## src/refmon_pkg.sv

```systemverilog
// constants, register map and state types of the reference monitor and phase control
// assumes one 200 MHz system clock and a monitor tick of 100 MHz made from it
// Functional notes
// a reference or mode rearrangement moves output phase less than 31 ns
// setting the realign bit snaps output phase to the selected reference edge
// software should realign after many switches since residual errors accumulate
// phase alignment speed is limited by a slew value, max 186, reset 56 ppm
// software should keep the slew within 81 ns per 1.326 ms, about 61 ppm
// four independent monitors, one per reference input, run continuously
// each monitor checks single-period deviation and multi-period frequency with hysteresis
// monitor results readable in a status register, ignorable through a mask register
// single-period upper and lower limits are programmable counts of 10 ns
// single-period limits are looser, giving early loss or big phase jump detection
// single-period tolerance is 10 UI at 8 kHz, 0.3 or 0.2 UI above
// multi-period fails beyond far limits and passes again only inside near limits
// multi-period verdict needs two consecutive measurements
// multi-period time base is 10 s, counted in monitored reference cycles
// reference validation completes within 10 to 30 seconds
// limit set select bit in loop control picks default or relaxed limits
// default limits: far 82.487 ppm, near 64.713 ppm either side
// relaxed limits: far 250 ppm, near 240 ppm either side
// monitors handle 8 kHz, 1.544, 2.048, 4.096, 8.192, 16.384, 19.44 MHz
// periods are counted in 100 MHz ticks and compared against limit registers
package refmon_pkg;
	localparam int          ADDR_W          = 5;
	localparam int          DATA_W          = 16;
	localparam int          NUM_REF         = 4;
	// register offsets
	localparam logic [4:0]  REF_CHG_ADDR    = 5'h00;
	localparam logic [4:0]  LOOP_CTRL_ADDR  = 5'h01;
	localparam logic [4:0]  SLEW_ADDR       = 5'h02;
	localparam logic [4:0]  STATUS_ADDR     = 5'h03;
	localparam logic [4:0]  MASK_ADDR       = 5'h04;
	localparam logic [4:0]  FREQ_ADDR       = 5'h05;
	localparam logic [4:0]  PHASE_ADDR      = 5'h06;
	localparam logic [4:0]  SPLIM_BASE      = 5'h08;
	// field positions
	localparam int          REALIGN_BIT     = 7;
	localparam int          LIMIT_SEL_BIT   = 0;
	// reset values and slew maximum
	localparam logic [2:0]  REF_CHG_RST     = 3'h0;
	localparam logic [7:0]  SLEW_RST        = 8'h38;
	localparam logic [7:0]  SLEW_MAX        = 8'hba;
	localparam logic [7:0]  MASK_RST        = 8'h00;
	localparam logic [11:0] FREQ_RST        = 12'h000;
	localparam logic [15:0] SP_UPPER_RST    = 16'hffff;
	localparam logic [15:0] SP_LOWER_RST    = 16'h0000;
	// timing
	localparam int          SYS_CLK_MHZ     = 200;
	localparam int          MON_CLK_MHZ     = 100;
	localparam int          TICK_DIV        = SYS_CLK_MHZ / MON_CLK_MHZ;
	localparam int          PHASE_UNIT_NS   = 1000 / MON_CLK_MHZ;
	localparam int          PH_BOUND_NS     = 31;
	localparam int          PH_BOUND_UNITS  = PH_BOUND_NS / PHASE_UNIT_NS;
	localparam logic [20:0] PPM_SCALE       = 21'h0f4240;
	localparam int          TB_SECONDS      = 10;
	localparam logic [29:0] EXP_TICKS       = 30'(TB_SECONDS * MON_CLK_MHZ * 1000000);
	// hysteresis limits as tick deviation over the time base
	localparam logic [29:0] FAR_DEF_TICKS   = 30'h0001_4237;
	localparam logic [29:0] NEAR_DEF_TICKS  = 30'h0000_fcc9;
	localparam logic [29:0] FAR_REL_TICKS   = 30'h0003_d090;
	localparam logic [29:0] NEAR_REL_TICKS  = 30'h0003_a980;
	// reference cycles per time base, by frequency code
	localparam logic [27:0] CYC_8K          = 28'h001_3880;
	localparam logic [27:0] CYC_1M544       = 28'h0eb_9880;
	localparam logic [27:0] CYC_2M048       = 28'h138_8000;
	localparam logic [27:0] CYC_4M096       = 28'h271_0000;
	localparam logic [27:0] CYC_8M192       = 28'h4e2_0000;
	localparam logic [27:0] CYC_16M384      = 28'h9c4_0000;
	localparam logic [27:0] CYC_19M44       = 28'hb96_4f00;
	typedef enum logic [1:0] {
		PH_TRACK = 2'b00,
		PH_HOLD  = 2'b01,
		PH_ALIGN = 2'b11
	} ph_state_t;
endpackage : refmon_pkg
```

## src/mon_if.sv

```systemverilog
// carrier between the register side and one reference monitor
// assumes both ends share the system clock
`timescale 1ns/1ps
interface mon_if;
	logic        tick;
	logic        ref_edge;
	logic [2:0]  freq;
	logic        lim_sel;
	logic [15:0] sp_upper;
	logic [15:0] sp_lower;
	logic        sp_fail;
	logic        mp_fail;
	modport ctrl (output tick, ref_edge, freq, lim_sel, sp_upper, sp_lower,
		input sp_fail, mp_fail);
	modport mon (input tick, ref_edge, freq, lim_sel, sp_upper, sp_lower,
		output sp_fail, mp_fail);
endinterface : mon_if

```

## src/pll_reference_monitor_phase_control.sv

```systemverilog
// reference monitors, register file and output phase control of the loop
// assumes synchronous reference inputs and a phase error word from the loop filter
`timescale 1ns/1ps
module pll_reference_monitor_phase_control import refmon_pkg::*; #(
	parameter int TIME_BASE_DIV = 1
) (
	input  wire logic               i_sys_clk,
	input  wire logic               i_reset_n,
	input  wire logic [ADDR_W-1:0]  i_addr,
	input  wire logic [DATA_W-1:0]  i_wdata,
	input  wire logic               i_wr,
	input  wire logic               i_rd,
	output logic      [DATA_W-1:0]  o_rdata,
	input  wire logic [NUM_REF-1:0] i_reference_clock_inputs,
	input  wire logic               i_ref_switch,
	input  wire logic signed [15:0] i_phase_err,
	output logic signed [15:0]      o_phase,
	output logic                    o_phase_step,
	output logic      [2:0]         o_ref_select,
	output logic      [NUM_REF-1:0] o_ref_valid
);
	logic [2:0]  ref_chg_q, ref_chg_d;
	logic        lsel_q, lsel_d;
	logic [7:0]  slew_q, slew_d;
	logic [7:0]  mask_q, mask_d;
	logic [11:0] freq_q, freq_d;
	logic [15:0] sp_up_q [NUM_REF];
	logic [15:0] sp_up_d [NUM_REF];
	logic [15:0] sp_lo_q [NUM_REF];
	logic [15:0] sp_lo_d [NUM_REF];
	logic [15:0] rdata_q, rdata_d;
	logic        tick_q, tick_d;
	logic [NUM_REF-1:0] ref_q, ref_edge, sp_fail, mp_fail;
	logic [NUM_REF-1:0] valid_q, valid_d;
	ph_state_t   state_q, state_d;
	logic signed [15:0] buildout_q, buildout_d, out_q, out_d, target, diff;
	logic [19:0] acc_q, acc_d;
	logic [20:0] acc_sum;
	logic        step_q, step_d;
	logic        wr_ref_chg, realign, rearr, lim_hit;
	logic [2:0]  lim_idx;

	mon_if mif [NUM_REF] ();

	// one monitor per reference
	generate
		for (genvar g = 0; g < NUM_REF; g++) begin : g_mon
			assign ref_edge[g]     = i_reference_clock_inputs[g] & ~ref_q[g];
			assign mif[g].tick     = tick_q;
			assign mif[g].ref_edge = ref_edge[g];
			assign mif[g].freq     = freq_q[3*g +: 3];
			assign mif[g].lim_sel  = lsel_q;
			assign mif[g].sp_upper = sp_up_q[g];
			assign mif[g].sp_lower = sp_lo_q[g];
			assign sp_fail[g]      = mif[g].sp_fail;
			assign mp_fail[g]      = mif[g].mp_fail;
			ref_monitor #(
				.TIME_BASE_DIV (TIME_BASE_DIV)
			) u_mon (
				.i_sys_clk (i_sys_clk),
				.i_reset_n (i_reset_n),
				.mif       (mif[g])
			);
		end
	endgenerate

	// register writes
	always_comb begin
		wr_ref_chg = i_wr && (i_addr == REF_CHG_ADDR);
		realign    = wr_ref_chg && i_wdata[REALIGN_BIT];
		rearr      = (wr_ref_chg && (i_wdata[2:0] != ref_chg_q)) || i_ref_switch;
		lim_idx    = 3'(i_addr - SPLIM_BASE);
		lim_hit    = (i_addr >= SPLIM_BASE) && (i_addr < SPLIM_BASE + 5'(2 * NUM_REF));
		ref_chg_d  = wr_ref_chg ? i_wdata[2:0] : ref_chg_q;
		lsel_d  = lsel_q;
		slew_d  = slew_q;
		mask_d  = mask_q;
		freq_d  = freq_q;
		if (i_wr && i_addr == LOOP_CTRL_ADDR) begin
			lsel_d = i_wdata[LIMIT_SEL_BIT];
		end
		if (i_wr && i_addr == SLEW_ADDR) begin
			slew_d = (i_wdata[7:0] > SLEW_MAX) ? SLEW_MAX : i_wdata[7:0];
		end
		if (i_wr && i_addr == MASK_ADDR) begin
			mask_d = i_wdata[7:0];
		end
		if (i_wr && i_addr == FREQ_ADDR) begin
			freq_d = i_wdata[11:0];
		end
		for (int i = 0; i < NUM_REF; i++) begin
			sp_up_d[i] = sp_up_q[i];
			sp_lo_d[i] = sp_lo_q[i];
		end
		if (i_wr && lim_hit) begin
			if (lim_idx[0]) begin
				sp_lo_d[lim_idx[2:1]] = i_wdata;
			end else begin
				sp_up_d[lim_idx[2:1]] = i_wdata;
			end
		end
		// validity: a masked result is ignored
		valid_d = ~((sp_fail & ~mask_q[3:0]) | (mp_fail & ~mask_q[7:4]));
	end

	// register reads, data one cycle later
	always_comb begin
		rdata_d = 16'h0000;
		if (i_rd) begin
			if (i_addr == REF_CHG_ADDR) begin
				rdata_d = {13'h0000, ref_chg_q};
			end else if (i_addr == LOOP_CTRL_ADDR) begin
				rdata_d = {15'h0000, lsel_q};
			end else if (i_addr == SLEW_ADDR) begin
				rdata_d = {8'h00, slew_q};
			end else if (i_addr == STATUS_ADDR) begin
				rdata_d = {4'h0, valid_q, mp_fail, sp_fail};
			end else if (i_addr == MASK_ADDR) begin
				rdata_d = {8'h00, mask_q};
			end else if (i_addr == FREQ_ADDR) begin
				rdata_d = {4'h0, freq_q};
			end else if (i_addr == PHASE_ADDR) begin
				rdata_d = out_q;
			end else if (lim_hit) begin
				rdata_d = lim_idx[0] ? sp_lo_q[lim_idx[2:1]] : sp_up_q[lim_idx[2:1]];
			end
		end
	end

	// slew limiter: one phase unit per million ticks times the slew in ppm
	always_comb begin
		tick_d  = ~tick_q;
		acc_sum = {1'b0, acc_q} + {13'h0000, slew_q};
		acc_d   = acc_q;
		step_d  = 1'b0;
		if (tick_q) begin
			if (acc_sum >= PPM_SCALE) begin
				acc_d  = 20'(acc_sum - PPM_SCALE);
				step_d = 1'b1;
			end else begin
				acc_d = acc_sum[19:0];
			end
		end
	end

	// output phase: hold over rearrangements, realign on request
	always_comb begin
		target     = i_phase_err - buildout_q;
		diff       = target - out_q;
		buildout_d = buildout_q;
		out_d      = out_q;
		unique case (state_q)
			PH_TRACK: begin
				if (step_q && diff > 16'sh0000) begin
					out_d = out_q + 16'sh0001;
				end else if (step_q && diff < 16'sh0000) begin
					out_d = out_q - 16'sh0001;
				end
			end
			PH_HOLD: begin
				buildout_d = i_phase_err - out_q;
			end
			PH_ALIGN: begin
				buildout_d = 16'sh0000;
				out_d      = i_phase_err;
			end
			default: begin
				buildout_d = buildout_q;
			end
		endcase
		if (realign) begin
			state_d = PH_ALIGN;
		end else if (rearr) begin
			state_d = PH_HOLD;
		end else begin
			state_d = PH_TRACK;
		end
	end

	always_ff @(posedge i_sys_clk or negedge i_reset_n) begin
		if (!i_reset_n) begin
			ref_chg_q  <= REF_CHG_RST;
			lsel_q     <= 1'b0;
			slew_q     <= SLEW_RST;
			mask_q     <= MASK_RST;
			freq_q     <= FREQ_RST;
			for (int i = 0; i < NUM_REF; i++) begin
				sp_up_q[i] <= SP_UPPER_RST;
				sp_lo_q[i] <= SP_LOWER_RST;
			end
			rdata_q    <= 16'h0000;
			tick_q     <= 1'b0;
			ref_q      <= '0;
			valid_q    <= '0;
			state_q    <= PH_TRACK;
			buildout_q <= 16'sh0000;
			out_q      <= 16'sh0000;
			acc_q      <= 20'h00000;
			step_q     <= 1'b0;
		end else begin
			ref_chg_q  <= ref_chg_d;
			lsel_q     <= lsel_d;
			slew_q     <= slew_d;
			mask_q     <= mask_d;
			freq_q     <= freq_d;
			for (int i = 0; i < NUM_REF; i++) begin
				sp_up_q[i] <= sp_up_d[i];
				sp_lo_q[i] <= sp_lo_d[i];
			end
			rdata_q    <= rdata_d;
			tick_q     <= tick_d;
			ref_q      <= i_reference_clock_inputs;
			valid_q    <= valid_d;
			state_q    <= state_d;
			buildout_q <= buildout_d;
			out_q      <= out_d;
			acc_q      <= acc_d;
			step_q     <= step_d;
		end
	end

	assign o_rdata      = rdata_q;
	assign o_phase      = out_q;
	assign o_phase_step = step_q;
	assign o_ref_select = ref_chg_q;
	assign o_ref_valid  = valid_q;
endmodule : pll_reference_monitor_phase_control

```

## src/ref_monitor.sv

```systemverilog
// single-period and multi-period quality monitor for one reference
// assumes edges and ticks are one-cycle pulses on the system clock
`timescale 1ns/1ps
module ref_monitor import refmon_pkg::*; #(
	parameter int TIME_BASE_DIV = 1
) (
	input  wire logic i_sys_clk,
	input  wire logic i_reset_n,
	mon_if.mon        mif
);
	localparam logic [29:0] EXP_S = 30'(EXP_TICKS / TIME_BASE_DIV);

	logic [15:0] per_q, per_d;
	logic        armed_q, armed_d, sp_fail_q, sp_fail_d;
	logic [27:0] cyc_q, cyc_d, target;
	logic [29:0] ticks_q, ticks_d, dev, far_lim, near_lim;
	logic        run_q, run_d, prev_far_q, prev_far_d, prev_near_q, prev_near_d;
	logic        mp_fail_q, mp_fail_d, win_end, far_now, near_now;

	always_comb begin
		unique case (mif.freq)
			3'h1:    target = 28'(CYC_1M544 / TIME_BASE_DIV);
			3'h2:    target = 28'(CYC_2M048 / TIME_BASE_DIV);
			3'h3:    target = 28'(CYC_4M096 / TIME_BASE_DIV);
			3'h4:    target = 28'(CYC_8M192 / TIME_BASE_DIV);
			3'h5:    target = 28'(CYC_16M384 / TIME_BASE_DIV);
			3'h6:    target = 28'(CYC_19M44 / TIME_BASE_DIV);
			default: target = 28'(CYC_8K / TIME_BASE_DIV);
		endcase
		far_lim  = mif.lim_sel ? 30'(FAR_REL_TICKS / TIME_BASE_DIV)
			: 30'(FAR_DEF_TICKS / TIME_BASE_DIV);
		near_lim = mif.lim_sel ? 30'(NEAR_REL_TICKS / TIME_BASE_DIV)
			: 30'(NEAR_DEF_TICKS / TIME_BASE_DIV);
		// single period: ticks between edges against the limits
		per_d     = per_q;
		armed_d   = armed_q | mif.ref_edge;
		sp_fail_d = sp_fail_q;
		if (mif.ref_edge) begin
			per_d = 16'h0000;
			if (armed_q) begin
				sp_fail_d = (per_q > mif.sp_upper) || (per_q < mif.sp_lower);
			end
		end else begin
			if (mif.tick && per_q != 16'hffff) begin
				per_d = per_q + 16'h0001;
			end
			if (armed_q && per_q > mif.sp_upper) begin
				sp_fail_d = 1'b1;
			end
		end
		// multi period: ticks over the time base in reference cycles
		win_end  = mif.ref_edge && run_q && (cyc_q >= target - 28'h1);
		dev      = (ticks_q >= EXP_S) ? ticks_q - EXP_S : EXP_S - ticks_q;
		far_now  = dev > far_lim;
		near_now = dev <= near_lim;
		run_d    = run_q | mif.ref_edge;
		cyc_d    = cyc_q;
		ticks_d  = ticks_q;
		if (mif.tick && ticks_q != 30'h3fff_ffff) begin
			ticks_d = ticks_q + 30'h1;
		end
		// the tick of the edge cycle opens the new window
		if (mif.ref_edge && !run_q) begin
			cyc_d   = 28'h0;
			ticks_d = 30'(mif.tick);
		end else if (win_end) begin
			cyc_d   = 28'h0;
			ticks_d = 30'(mif.tick);
		end else if (mif.ref_edge) begin
			cyc_d = cyc_q + 28'h1;
		end
		prev_far_d  = prev_far_q;
		prev_near_d = prev_near_q;
		mp_fail_d   = mp_fail_q;
		if (win_end) begin
			prev_far_d  = far_now;
			prev_near_d = near_now;
			if (far_now && prev_far_q) begin
				mp_fail_d = 1'b1;
			end else if (near_now && prev_near_q) begin
				mp_fail_d = 1'b0;
			end
		end
	end

	always_ff @(posedge i_sys_clk or negedge i_reset_n) begin
		if (!i_reset_n) begin
			per_q       <= 16'h0000;
			armed_q     <= 1'b0;
			sp_fail_q   <= 1'b1;
			cyc_q       <= 28'h0;
			ticks_q     <= 30'h0;
			run_q       <= 1'b0;
			prev_far_q  <= 1'b0;
			prev_near_q <= 1'b0;
			mp_fail_q   <= 1'b1;
		end else begin
			per_q       <= per_d;
			armed_q     <= armed_d;
			sp_fail_q   <= sp_fail_d;
			cyc_q       <= cyc_d;
			ticks_q     <= ticks_d;
			run_q       <= run_d;
			prev_far_q  <= prev_far_d;
			prev_near_q <= prev_near_d;
			mp_fail_q   <= mp_fail_d;
		end
	end

	assign mif.sp_fail = sp_fail_q;
	assign mif.mp_fail = mp_fail_q;
endmodule : ref_monitor

```

## config.mk

```make
export PLATFORM = sky130hd
export DESIGN_NAME = pll_reference_monitor_phase_control
export DESIGN_NICKNAME = d
export VERILOG_FILES = /design/src/refmon_pkg.sv /design/src/mon_if.sv /design/src/pll_reference_monitor_phase_control.sv /design/src/ref_monitor.sv
export SDC_FILE = /design/constraint.sdc
export NUM_CORES = 2
export LEC_CHECK = 0
export ABC_AREA = 1
export BUFFER_PORTS_ARGS = -buffer_cell sky130_fd_sc_hd__buf_2
export CORE_ASPECT_RATIO = 1.5
export CORE_MARGIN = 1.5
export CORE_UTILIZATION = 30
export CTS_CLUSTER_SIZE = 20
export DETAILED_ROUTE_END_ITERATION = 8
export MAX_ROUTING_LAYER = met4
export PLACE_DENSITY = 0.55
export SYNTH_ARGS = -nofsm -noshare
export SYNTH_HDL_FRONTEND = slang
export SYNTH_SLANG_ARGS = --single-unit
```

## constraint.sdc

```tcl
create_clock -name i_sys_clk -period 6.3 [get_ports i_sys_clk]
set_input_delay 0.945 -clock i_sys_clk [delete_from_list [all_inputs] [get_ports i_sys_clk]]
set_output_delay 0.945 -clock i_sys_clk [all_outputs]
set_load 0.03 [all_outputs]
```

==> results.toml <==
[clocking]
numCtsBuffers = 61
path_clk_slew_ps = 70
cts.htree.levels = 2
clock-sinks = 560
hold_buffers = 0
post_cts_buffers = 0
cts_tree = "yes"
root_buffer = "clkbuf_16"
clockBufferDepth = 3
clkLatencyLatePin_ps = 690
cts_resized = 0

[sta]
rsz0062_at_grt = "no"
slew_violations = 0
setup_slack_ps = 992
max_freq_mhz = 188
setup_tns_ps = 0
maxSlewHeadroom_pct = 23.7
period_share_pct = 84.3
fin_worst_skew_ps = 38.5
finalHoldViolCount = 0
report.final.setup_viol = 0
tightest_slew_ps = 1140
holdWs_ps = 326
period_needed_ps = 5310

[cells_and_area]
instances_no_fill = 8988
multiInputGateArea_um2 = 28300
nFillCells = 17100
syn_to_final_growth_pct = 9.63
seq_area_um2 = 14100
drive_above_1_share_pct = 7.01
layout.nets = 7313

[detailed_routing]
route.vias.total = 44500
drt-wirelength-per-cell_um = 17.4
antenna_left = 0
drc_errors = 0
first_pass_iters = 6
routed_via_density = 4.96
drt_wl_total_um = 156000
drt-initial-drc-count = 2707

[global_route]
grt_overflow = 0
grt_pass1_wl_um = 247000
grt_usage_pct = 20.0
antenna_found_initial = 4
grt_max_degree = 101
grt_pass1_vias = 44400

[synth]
synth_area_leader_cell = "dfrtp_1"
synth-seq-cells = 560
yosysTopAreaCellShare_pct = 25.9
syn_inst = 6897
synthTopCellsByCount = "nand2_1 (1,854), inv_1 (869), nor2_1 (845), dfrtp_1 (485), nand3_1 (418)"
ys_seq_area_share_pct = 30.2
synth_nets = 7334
ys_warn_count = 0
synth.area.top_cells = "dfrtp_1 (26%), nand2_1 (15%), ha_1 (10%)"
synth_edf_count = 0
yosys.cell_count.top_type = "nand2_1"
syn_area_um2 = 46800
syn_area_per_cell_um2 = 6.78
async_reset_ff_share_pct = 100
ys_types = 75
synth_ff_type = "dfrtp_1"

[setup_path]
path_common_cell = "nand2_1"
r2r_cells = 27
cp.required_ps = 6830
endpoint_kind = "register"
critPathKind = "register to register"
arrival_ps = 5840
crit_path_start = "o_phase[3]"
rrSetupSlack_ps = 990
worstReg2RegStart = "o_phase[3]"
worstPathMaxFanout = 6
path_delay_family = "compound AO/OA/AOI/OAI gates"
startpoint_type = "register"
cp.depth = 27
cpMaxStageDelayCell = "fa_1"
timing.rr.end = "o_phase[12]"
path_buf_inv = 2
cpPeakStageDelay_ps = 450

[place]
dp_cells = 8871
dpl_worst_slack_ps = 480
place_congestion = 0.923
dp.final_hpwl_um = 123000
portBuffers = 85

[power_and_ir_drop]
pwr-share-comb_pct = 47.8
switching_share_pct = 46.1
power_density_nw_per_um2 = 349
p_int_mw = 9.64
p_leak_nw = 24.5
ir_drop_mv = 0.264
seq_power_share_pct = 30.2
clockPowerShare_pct = 21.9
p_sw_mw = 8.25
p_total_mw = 17.9

[floorplan]
dieHeight_um = 487
rows = 177
die_area_um2 = 158000
io_pins = 86
start_util_pct = 30.2
core-area_um2 = 155000
die_w_um = 325

[hold_path]
hold_path_class = "primary input to asynchronous set/reset pin"

[run]
maxCapViolCount = 0

[run_status]
status = "finished, final reports clean"
[routing by layer]
layer | routed length, um | up-vias | track usage, %
li1 | - | 22400 | -
met2 | 80900 | 910 | 36.7
met3 | 4710 | 297 | 1.66
met1 | 62300 | 21000 | 21.7
met4 | 8170 | 0 | 9.50
met5 | 0 | - | -
[cells in the final DEF, fill, tap and decap left out, types with 12 or more instances in the layout]
master     count
nand2_1     1851
inv_1        868
nor2_1       842
dfrtp_1      483
nand3_1      418
o21ai_0      399
ha_1         373
a21oi_1      270
xor2_1       227
nor3_1       139
nand4_1      136
buf_2         84
o22ai_1       83
dfstp_2       75
clkbuf_16     62
xnor2_1       41
nand2_2       37
inv_2         37
nor3b_1       37
nor2_2        33
nor4_1        32
o21ai_1       27
o211ai_1      27
a31oi_1       26
buf_4         23
a211oi_1      20
fa_1          18
nand3b_1      17
o2111ai_1     14
or2_2         13
nor2_4        12
clkbuf_1      12
[per-stage QoR]
| step | area [um2] | util [%] |
|---|---|---|
| finish | 51300 | 33.1 |
| CTS | 51300 | 33.1 |
| floorplan | 46800 | - |
| global route | 51300 | 33.1 |
| detailed placement | 49100 | 31.7 |
| global placement | 49100 | 31.7 |
[worst reg2reg max path: stages, from the launching register on]
cell and delay [ps]:
dfrtp_1 410, inv_1 180, fa_1 450, ha_1 390, nand2_1 140, nand2_1 60, a21oi_1 130, nand2_1 110
nand2_1 100, nand2_1 80, a21oi_1 170, xor2_1 170, nand3_1 110, nand2_1 310, inv_2 110, fa_1 420
o21ai_0 300, a21oi_1 130, o21bai_1 320, a21boi_0 200, o21ai_0 360, nand2_1 120, nand2_1 90, nand2_1 50
nand3_1 70, nand2_1 60, nand2_1 50, o21ai_1 80
[state kept, by name, indices dropped and copies added (netlist names), 12 cells and up]
name,cells
g_mon.u_mon.ticks_q,120
g_mon.u_mon.cyc_q,112
g_mon.u_mon.per_q,64
mif.sp_lower,64
mif.sp_upper,64
acc_q,20
buildout_q,16
o_phase,16
o_rdata,16
freq_q,12
[worst max path at each step]
stage,end,slack [ps]
floorplan,o_phase[12],1320
CTS,o_phase[12],990
detailed placement,o_phase[12],480
global route,o_phase[12],430
global placement,o_phase[12],420
finish,o_phase[12],990
[area by class of cell]
type,count,share of cell area [%]
antenna,1,0.00488
clock buffer,84,3.38
clock inverter,32,0.820
inverter,915,6.70
multi-input combinational,5225,55.2
sequential,560,27.5
tap,2058,5.02
timing repair buffer,113,1.38
[kinds of logic (layout without fill, tap and decap cells)]
| kind of cell | after synthesis | count (layout) | synth area share [%] |
|---|---|---|---|
| other cells | 0 | 1 | 0 |
| compound gates | 951 | 951 | 11.5 |
| fa+ha+maj | 391 | 391 | 10.7 |
| mux | 2 | 2 | 0.0428 |
| buf+inv | 1112 | 1144 | 9.41 |
| simple gates | 3609 | 3609 | 33.0 |
| xor+xnor | 272 | 272 | 5.16 |
| flops | 560 | 560 | 30.2 |
[power groups by stage]
stage | Sequential (mW) | Combinational, mW | Clock, mW
after floorplan | 5.06 | 6.52 | 0
final | 5.41 | 8.56 | 3.93
after detailed placement | 5.46 | 8.57 | 0
after global routing | 5.52 | 9.83 | 4.15
after global placement | 5.45 | 8.47 | 0
after CTS | 5.40 | 8.61 | 4.04
(Power assumes the default switching activity.)
